===== src/shared/pief_pkg.sv =====
// Package with register offsets, field positions and reset values of the interrupt bank.
package pief_pkg;
   // ----------------------------------------------------------------
   // Register byte offsets on the Avalon-MM slave.
   // ----------------------------------------------------------------
   localparam logic [4:0] OFS_ENABLE_TWO = 5'h00;
   localparam logic [4:0] OFS_REQUEST_ONE = 5'h04;
   localparam logic [4:0] OFS_CORE_CTRL = 5'h08;
   localparam logic [4:0] OFS_IRQ_STATUS = 5'h0c;
   localparam logic [4:0] OFS_IRQ_MASK = 5'h10;

   // ----------------------------------------------------------------
   // Field positions.
   // ----------------------------------------------------------------
   // Enable-two: bit 7 unimplemented, bits 6..0 writable.
   localparam logic [7:0] ENABLE_TWO_MASK = 8'h7f;
   localparam int NUM_OSC_IRQ_ENABLE_BIT = 6;
   localparam int COMP_OUT_SHUTDOWN_IRQ_ENABLE_BIT = 5;
   localparam int ZERO_CROSS_IRQ_ENABLE_BIT = 4;
   // Request-one: bits 5 and 4 are read-only and follow their source.
   localparam logic [7:0] REQUEST_ONE_RW_MASK = 8'hcf;
   localparam int TIMER_ONE_GATE_FLAG_BIT = 7;
   localparam int TIMER_ONE_OVERFLOW_FLAG_BIT = 0;
   // Core control register gate bits.
   localparam int GLOBAL_IRQ_GATE_BIT = 7;
   localparam int PERIPHERAL_IRQ_GATE_BIT = 6;

   // ----------------------------------------------------------------
   // Reset values.
   // ----------------------------------------------------------------
   localparam logic [7:0] ENABLE_TWO_RST = 8'h00;
   localparam logic [7:0] REQUEST_ONE_RST = 8'h00;
   localparam logic [7:0] CORE_CTRL_RST = 8'h00;
   localparam logic [7:0] IRQ_STATUS_RST = 8'h00;
   localparam logic [7:0] IRQ_MASK_RST = 8'h00;
endpackage : pief_pkg


===== src/hw/pief_evsync.sv =====
// Three-stage synchroniser bank with agreement filter and rising-edge pulse.
`timescale 1ns/10ps
module pief_evsync (
   // Clock and reset.
   input wire logic clk,
   input wire logic resetn,
   // Asynchronous source lines.
   input wire logic [7:0] src_async,
   // Filtered level and one-cycle rise pulse, both registered.
   output logic [7:0] level_q,
   output logic [7:0] rise_q
);
   // Synchroniser stages; stage one feeds only stage two.
   logic [7:0] s1_q;
   logic [7:0] s2_q;
   logic [7:0] s3_q;

   genvar i;
   // A bit counts as changed once stages two and three agree on the new value.
   generate
      for (i = 0; i < 8; i++) begin : g_bit
         always_ff @(posedge clk or negedge resetn) begin
            if (!resetn) begin
               s1_q[i] <= 1'b0;
               s2_q[i] <= 1'b0;
               s3_q[i] <= 1'b0;
               level_q[i] <= 1'b0;
               rise_q[i] <= 1'b0;
            end else begin
               s1_q[i] <= src_async[i];
               s2_q[i] <= s1_q[i];
               s3_q[i] <= s2_q[i];
               // Only a settled, agreed value is passed on.
               if (s2_q[i] == s3_q[i]) begin
                  level_q[i] <= s3_q[i];
                  rise_q[i] <= s3_q[i] & ~level_q[i];
               end else begin
                  rise_q[i] <= 1'b0;
               end
            end
         end
      end
   endgenerate
endmodule : pief_evsync


===== src/hw/pief_bank.sv =====
// Peripheral interrupt enable-two and request-one registers with core request gating.
//
// Functional notes
// - Enable-two bits six to zero; bit seven zero.
// - Enable-two bits writable, reset to zero.
// - Peripheral gate must be set for requests; the code gates only core_irq_request, irq ignores the gate.
// - Request-one bit layout, one means pending.
//
// Added by the designer: the placing of the registers and the Avalon-MM interface to the registers.
`timescale 1ns/10ps
module pief_bank (
   // Clock and reset.
   input wire logic clk,
   input wire logic resetn,
   // Avalon-MM slave.
   input wire logic [4:0] address,
   input wire logic read,
   input wire logic write,
   input wire logic [31:0] writedata,
   output logic [31:0] readdata,
   output logic waitrequest,
   // Peripheral event lines for request-one, from outside this clock domain.
   input wire logic [7:0] request_one_src,
   // Flags of the enable-two sources, held elsewhere on this clock.
   input wire logic [6:0] enable_two_src_flags,
   // Enable-one register value, held elsewhere on this clock.
   input wire logic [7:0] enable_one,
   // Requests.
   output logic core_irq_request,
   output logic irq
);
   // ----------------------------------------------------------------
   // State.
   // ----------------------------------------------------------------
   logic [7:0] enable_two_q; // Enable-two register.
   logic [7:0] request_one_q; // Pending flags of request-one.
   logic [7:0] core_ctrl_q; // Global and peripheral gates.
   logic [7:0] status_q; // Sticky flag-set events.
   logic [7:0] mask_q; // Interrupt mask over status.
   logic [7:0] rd_snap_q; // Status value handed out by the pending read.
   logic [31:0] readdata_q;
   logic wait_q;
   logic core_req_q;
   logic irq_q;
   logic [7:0] src_level;
   logic [7:0] src_rise;
   logic req;
   logic acc_wr;
   logic acc_rd;
   logic [7:0] rd_word;
   logic gates_on;
   logic any_pending;

   // ----------------------------------------------------------------
   // Source synchronisation.
   // ----------------------------------------------------------------
   pief_evsync u_sync (
      .clk(clk),
      .resetn(resetn),
      .src_async(request_one_src),
      .level_q(src_level),
      .rise_q(src_rise)
   );

   // ----------------------------------------------------------------
   // Bus handshake.
   // ----------------------------------------------------------------
   assign req = read | write;
   // A request is taken in the cycle in which waitrequest is low.
   assign acc_wr = write & ~wait_q;
   assign acc_rd = read & ~wait_q;

   // Waitrequest drops for one cycle, the cycle after a request is seen.
   always_ff @(posedge clk or negedge resetn) begin
      if (!resetn) begin
         wait_q <= 1'b1;
      end else if (req && wait_q) begin
         wait_q <= 1'b0;
      end else begin
         wait_q <= 1'b1;
      end
   end

   // Read mux; unmapped addresses read as zero.
   always_comb begin
      case (address)
         pief_pkg::OFS_ENABLE_TWO: rd_word = enable_two_q & pief_pkg::ENABLE_TWO_MASK;
         pief_pkg::OFS_REQUEST_ONE: rd_word = request_one_q;
         pief_pkg::OFS_CORE_CTRL: rd_word = core_ctrl_q;
         pief_pkg::OFS_IRQ_STATUS: rd_word = status_q;
         pief_pkg::OFS_IRQ_MASK: rd_word = mask_q;
         default: rd_word = 8'h00;
      endcase
   end

   // Read data is captured while waitrequest is high so it stands at the taking edge.
   always_ff @(posedge clk or negedge resetn) begin
      if (!resetn) begin
         readdata_q <= 32'h0000_0000;
         rd_snap_q <= 8'h00;
      end else if (read && wait_q) begin
         readdata_q <= {24'h00_0000, rd_word};
         rd_snap_q <= (address == pief_pkg::OFS_IRQ_STATUS) ? status_q : 8'h00;
      end
   end

   // ----------------------------------------------------------------
   // Enable-two register.
   // ----------------------------------------------------------------
   // bit seven never stored, all reset to zero
   always_ff @(posedge clk or negedge resetn) begin
      if (!resetn) begin
         enable_two_q <= pief_pkg::ENABLE_TWO_RST;
      end else if (acc_wr && address == pief_pkg::OFS_ENABLE_TWO) begin
         enable_two_q <= writedata[7:0] & pief_pkg::ENABLE_TWO_MASK;
      end
   end

   // ----------------------------------------------------------------
   // Request-one flags.
   // ----------------------------------------------------------------
   // events set flags, set wins over a clearing write
   always_ff @(posedge clk or negedge resetn) begin
      if (!resetn) begin
         request_one_q <= pief_pkg::REQUEST_ONE_RST;
      end else begin
         if (acc_wr && address == pief_pkg::OFS_REQUEST_ONE) begin
            request_one_q <= ((writedata[7:0] & pief_pkg::REQUEST_ONE_RW_MASK) | src_rise)
                             & pief_pkg::REQUEST_ONE_RW_MASK
                             | (src_level & ~pief_pkg::REQUEST_ONE_RW_MASK);
         end else begin
            // Read-only bits mirror their source; the rest are sticky.
            request_one_q <= ((request_one_q | src_rise) & pief_pkg::REQUEST_ONE_RW_MASK)
                             | (src_level & ~pief_pkg::REQUEST_ONE_RW_MASK);
         end
      end
   end

   // ----------------------------------------------------------------
   // Core control, mask and status.
   // ----------------------------------------------------------------
   // Gate bits live here since no other register in this block holds them.
   always_ff @(posedge clk or negedge resetn) begin
      if (!resetn) begin
         core_ctrl_q <= pief_pkg::CORE_CTRL_RST;
         mask_q <= pief_pkg::IRQ_MASK_RST;
      end else if (acc_wr) begin
         if (address == pief_pkg::OFS_CORE_CTRL) begin
            core_ctrl_q <= writedata[7:0];
         end
         if (address == pief_pkg::OFS_IRQ_MASK) begin
            mask_q <= writedata[7:0];
         end
      end
   end

   // A read clears only the bits it returned; a new event in that cycle survives.
   always_ff @(posedge clk or negedge resetn) begin
      if (!resetn) begin
         status_q <= pief_pkg::IRQ_STATUS_RST;
      end else if (acc_rd && address == pief_pkg::OFS_IRQ_STATUS) begin
         status_q <= (status_q & ~rd_snap_q) | src_rise;
      end else begin
         status_q <= status_q | src_rise;
      end
   end

   // ----------------------------------------------------------------
   // Request outputs.
   // ----------------------------------------------------------------
   assign gates_on = core_ctrl_q[pief_pkg::GLOBAL_IRQ_GATE_BIT]
                     & core_ctrl_q[pief_pkg::PERIPHERAL_IRQ_GATE_BIT];
   assign any_pending = (|(request_one_q & enable_one))
                        | (|(enable_two_src_flags & enable_two_q[6:0]));

   // gated OR of flag and enable for the core request; irq is the ungated OR of status and mask
   always_ff @(posedge clk or negedge resetn) begin
      if (!resetn) begin
         core_req_q <= 1'b0;
         irq_q <= 1'b0;
      end else begin
         core_req_q <= gates_on & any_pending;
         irq_q <= |(status_q & mask_q);
      end
   end

   assign readdata = readdata_q;
   assign waitrequest = wait_q;
   assign core_irq_request = core_req_q;
   assign irq = irq_q;
endmodule : pief_bank


===== config.mk =====
export PLATFORM = sky130hd
export DESIGN_NAME = pief_bank
export DESIGN_NICKNAME = d
export VERILOG_FILES = /design/src/shared/pief_pkg.sv /design/src/hw/pief_evsync.sv /design/src/hw/pief_bank.sv
export SDC_FILE = /design/constraint.sdc
export NUM_CORES = 1
export LEC_CHECK = 0
export BUFFER_PORTS_ARGS = -buffer_cell sky130_fd_sc_hd__buf_2
export CAP_MARGIN = 10
export CORE_MARGIN = 1
export CORE_UTILIZATION = 53
export CTS_CLUSTER_DIAMETER = 200
export DETAILED_ROUTE_END_ITERATION = 16
export PLACE_DENSITY = 0.79
export SYNTH_ARGS = -nofsm -noshare
export SYNTH_HDL_FRONTEND = slang
export SYNTH_HIERARCHICAL = 1
export SYNTH_SLANG_ARGS = --single-unit

===== constraint.sdc =====
create_clock -name clk -period 4.5 [get_ports clk]
set_input_delay 0.9 -clock clk [delete_from_list [all_inputs] [get_ports clk]]
set_output_delay 0.9 -clock clk [all_outputs]
set_load 0.02 [all_outputs]

# After elaboration in Yosys (flattened, before gate mapping)
# Cells that the tools add are included.
[word_totals] regBits=98 latchBits=0 ram_bits=0 romBits=0 input_bits=64 output_inout_bits=35 mem_count=0
[classes] addsub=0 n_mul=0 n_div=0 magnitude_cmp=0 n_eq_ne=12 shift=0 mux=13 bitwise_logic=34 reduce_logical=11
[op_table] cell="$pmux W8 S5" n=1
[op_table] cell="$or A8 B8 Y8" n=4
[op_table] cell="$and A8 B8 Y8" n=3
[op_table] cell="$mux W8" n=3
[op_table] cell="$or A8 B6 Y8" n=2
[op_table] cell="$reduce_or A8 Y1" n=2
[op_table] cell="$and A1 B1 Y1" n=12
[op_table] cell="$eq A5 B4 Y1 const B" n=2
[op_table] cell="$mux W1" n=9
[op_table] cell="$not A1 Y1" n=9
[op_table] cell="$eq A1 B1 Y1" n=8
[op_table] cell="$not A8 Y8" n=1
[op_table] cell="$and A7 B7 Y7" n=1
[op_table] cell="$reduce_or A7 Y1" n=1
[op_table] cell="$eq A5 B3 Y1 const B" n=1
[op_table] cell="$eq A5 B5 Y1 const B" n=1
[op_table] cell="$logic_and A1 B1 Y1" n=5
[op_table] cell="$logic_not A5 Y1" n=1
[op_table] cell="$reduce_and A2 Y1" n=2
[op_table] cell="$or A1 B1 Y1" n=2

# Depth between registers and ports, before layout
[depth] ltp_word=4 mapped_depth=6 ltp_nobuf=4

# Cells and area by module
# The synthesis kept the hierarchy.
[by_module_without_submodules] module="pief_bank" n_inst=1 cells_per_inst=244 area_per_inst_um2=2808.9 seq_area_each_um2=1452.6
[by_module_without_submodules] module="pief_evsync" n_inst=1 cells_per_inst=56 area_per_inst_um2=1171.1 seq_area_each_um2=1001.0

# Worst setup path before layout
# Ideal clock, no wire load.
[synth_timing] kind="input-to-reg" start="input address[3]" end="register enable_two_q[0]" setup_time_ps=125 arrival_time_ps=2387 required_ps=4375 setup_slack_ps=1988 stages=6 path_buffers=3 cell_sequence="buf_6 -> or4_1 -> buf_2 -> or3_1 -> buf_6 -> mux2_4"
[synth_via] elab_chain_cells=2
[synth_rtl] item="from (decl)" line="pief_bank.sv:16" text="input wire logic [4:0] address,"
[synth_rtl] item="$logic_not A5 Y1" line="pief_bank.sv:114" text="end else if (acc_wr && address == pief_pkg::OFS_ENABLE_TWO) begin"
[synth_rtl] item="$logic_and A1 B1 Y1" line="pief_bank.sv:114"
[synth_rtl] item="to (signal assigned)" line="pief_bank.sv:113" text="enable_two_q <= pief_pkg::ENABLE_TWO_RST;"
[synth_rtl] item="to (signal assigned)" line="pief_bank.sv:115" text="enable_two_q <= writedata[7:0] & pief_pkg::ENABLE_TWO_MASK;"
[synth_rtl] item="to (decl)" line="pief_bank.sv:35" text="logic [7:0] enable_two_q;"
# Every way passes these cells.
# A chain may end at the register's enable or synchronous reset.

# Worst setup path after layout
[layout_timing] start="input address[2]" end="register readdata_q[4] (netlist: readdata[4])"
[layout_via] elab_chain_cells=2 elab_cells_between_ends=6
[layout_rtl] item="$eq A5 B5 Y1, or another cell as far along" line="pief_bank.sv:86" text="case (address)"
[layout_rtl] item="$pmux W8 S5 *" line="pief_bank.sv:86"
[layout_rtl] item="to (signal assigned)" line="pief_bank.sv:102" text="readdata_q <= {24'h00_0000, rd_word};"
[layout_rtl] item="to (decl)" line="pief_bank.sv:41" text="logic [31:0] readdata_q;"
# Every way passes the cells marked *; elsewhere a longest branch is shown, timed or not.

==> results.cfg <==
[cells_and_area]
nets = 418
multi_input_area_um2 = 1348
area_growth_pct = 12.64
num-fill-cells = 581
diodes = 0
drive_gt1_share_pct = 30.64
seq_area_um2 = 2454

[timing]
finalMaxSlewViolations = 0
finalSetupTns_ps = 0
finClkSkew_ps = 14.10
setup_viol = 0
period_needed_ps = 2642
setup_slack_ps = 1858
tightest_slew_ps = 1005
period_share_pct = 58.72
rsz0062_at_grt = false
hold_viol_final = 0
slew_headroom_pct = 32.82
whs_ps = 351.9
max_freq_mhz = 378.4

[routing]
drtIter0Drc = 185
via_per_inst = 5.537
postRouteWirelength_um = 7671
drc = 0
first_pass_iters = 4
drt-wirelength-per-cell_um = 16.75
ant_nets = 0
vias = 2536

[global_routing]
grt_max_degree = 71
grt_first_pass_wirelength_um = 12140
grt_pass1_vias = 2448
antenna_found_initial = 1
grt.overflow.total = 0
grtUsageTotal_pct = 21.34

[synth]
yosysSeqAreaShare_pct = 61.65
yosys-top-cells-area = dfrtp_1 61%, buf_4 4.5%, mux2_2 4.5%
yosys-top-cells-count = 97 x dfrtp_1, 24 x buf_4, 16 x a22oi_1, 16 x mux2_2, 16 x nor2_1
synth_area_leader_cell = dfrtp_1
synth_edf_count = 0
synth_seq_cells = 98
yosysMostFrequentCell = dfrtp_1
synthArstFlopShare_pct = 100.0
synth_area_per_cell_um2 = 13.27
syn-cell-area_um2 = 3980
ys.flop_type = dfrtp_1
syn-instance-count = 300
yosysUniqueCellTypes = 38
ys_warn_count = 6
yosys.area.top_type_share_pct = 60.99

[setup_path]
critPathLaunchType = primary input
critical_path_arrival_ps = 2920
worst_ep_required_time_ps = 4780
cp-end-kind = flop
cp_max_fo = 14
critical_path_class = in -> reg

[floorplanning]
start_util_pct = 54.87
die_y_um = 88.66
ios = 99
die_area_um2 = 7860
core_area_um2 = 7253
die_w_um = 88.66
num_rows = 31

[cts]
clock_latency_ps = 350
numCtsBuffers = 9
clk_pin_slew_worst_paths_ps = 90
h-tree-depth = 3
clk_path_buf_depth = 2
ctsHoldBuffers = 0
postCtsSetupBuffers = 0
clockRootBuffer = clkbuf_8
cts_resized = 0
clock_sinks = 98
cts_tree = built

[power_and_ir_drop]
ir_drop_mv = 0.1587
p_leak_uw = 0.002158
p_per_area_nw_per_um2 = 412.3

[outcome]
outcome = finished, final reports clean

[placed_design]
gp_congestion = 0.8740
hpwl_um = 5258
pre_cts_ws_ps = 1554
port_buffers = 50

[hold_path]
hp-class = reg -> reg

[flow_run]
cap_violations = 0
-- path summary, 6_finish.rpt --
path                                         endpoint                startpoint  slack (ps)  cells after the start
max                           readdata[4]$_DFFE_PN0P_                address[2]        1860                      5
max in group asynchronous       waitrequest$_DFF_PN1_                    resetn        2950                      2
min                          u_sync/s2_q[0]$_DFF_PN0_  u_sync/s1_q[0]$_DFF_PN0_         350                      0
max reg2reg                   readdata[7]$_DFFE_PN0P_     waitrequest$_DFF_PN1_        2080                      4
min reg2reg                  u_sync/s2_q[0]$_DFF_PN0_  u_sync/s1_q[0]$_DFF_PN0_         350                      0
min in group asynchronous  core_ctrl_q[1]$_DFFE_PN0P_                    resetn         640                      1
-- sequential cells by signal, indices dropped and copies added, names as in the netlist --
signal and flops:
rd_snap_q 8, core_ctrl_q 8, core_irq_request 1, u_sync/level_q 8, status_q 8, mask_q 8
enable_two_q 7, u_sync/s2_q 8, u_sync/s3_q 8, readdata 8, request_one_q 8, irq 1
u_sync/rise_q 8, waitrequest 1, u_sync/s1_q 8
-- final cells by class --
type                       instances  area share, %
tap                               99          2.763
multi-input combinational        184          30.06
inverter                           8         0.6698
sequential                        98          54.73
clock buffer                      12          3.461
clock inverter                     4          2.177
timing repair buffer              53          6.140
-- per-stage QoR --
stage	utilization [%]	std cells	instance area [um^2]	power (uW)
finish	61.81	458	4483	1848
global route	61.81	458	4483	1923
CTS	61.81	458	4483	1864
detailed placement	58.32	442	4230	1186
global placement	58.32	442	4230	1175
floorplan	-	323	4066	1127
-- routing by layer --
metal	vias up	track usage, %	routed length [um]
met5	-	0	10
met4	2	11.29	138
met3	16	3.358	365
met2	91	34.83	3838
met1	1278	27.69	3318
li1	1149	-	-
-- cell usage in the layout (no fill, tap or decap), drive strengths merged, types with 4 or more instances in the layout --
cell type,n
nand2,14
nor2,16
clkbuf,12
o22ai,5
maj3,8
conb,24
and3b,8
a31oi,8
buf,53
nor3,9
inv,8
a22o,8
nand3,6
a22oi,16
a21oi,6
nand4,4
mux2,23
dfrtp,97
mux2i,11
-- cells by family after synthesis --
group	synth area share [%]
adder cells (fa/ha/maj)	2.264
multiplexers	11.25
flip-flops	61.65
buffers and inverters	6.664
AND/OR/NAND/NOR	9.620
AO/OA/AOI/OAI	8.457
other	0.09422
-- report_power, final --
group / switching, uW / total [uW] / internal [uW]
logic: 98.9 / 181 / 82.4
clock network: 279 / 679 / 400
registers: 44.1 / 988 / 944
-- worst max-delay path, stage by stage --
cell and delay (ps):
buf_2 310, or4b_2 650, nor3_1 700, a22oi_1 230, nand2_1 130
(Power assumes the default switching activity.)
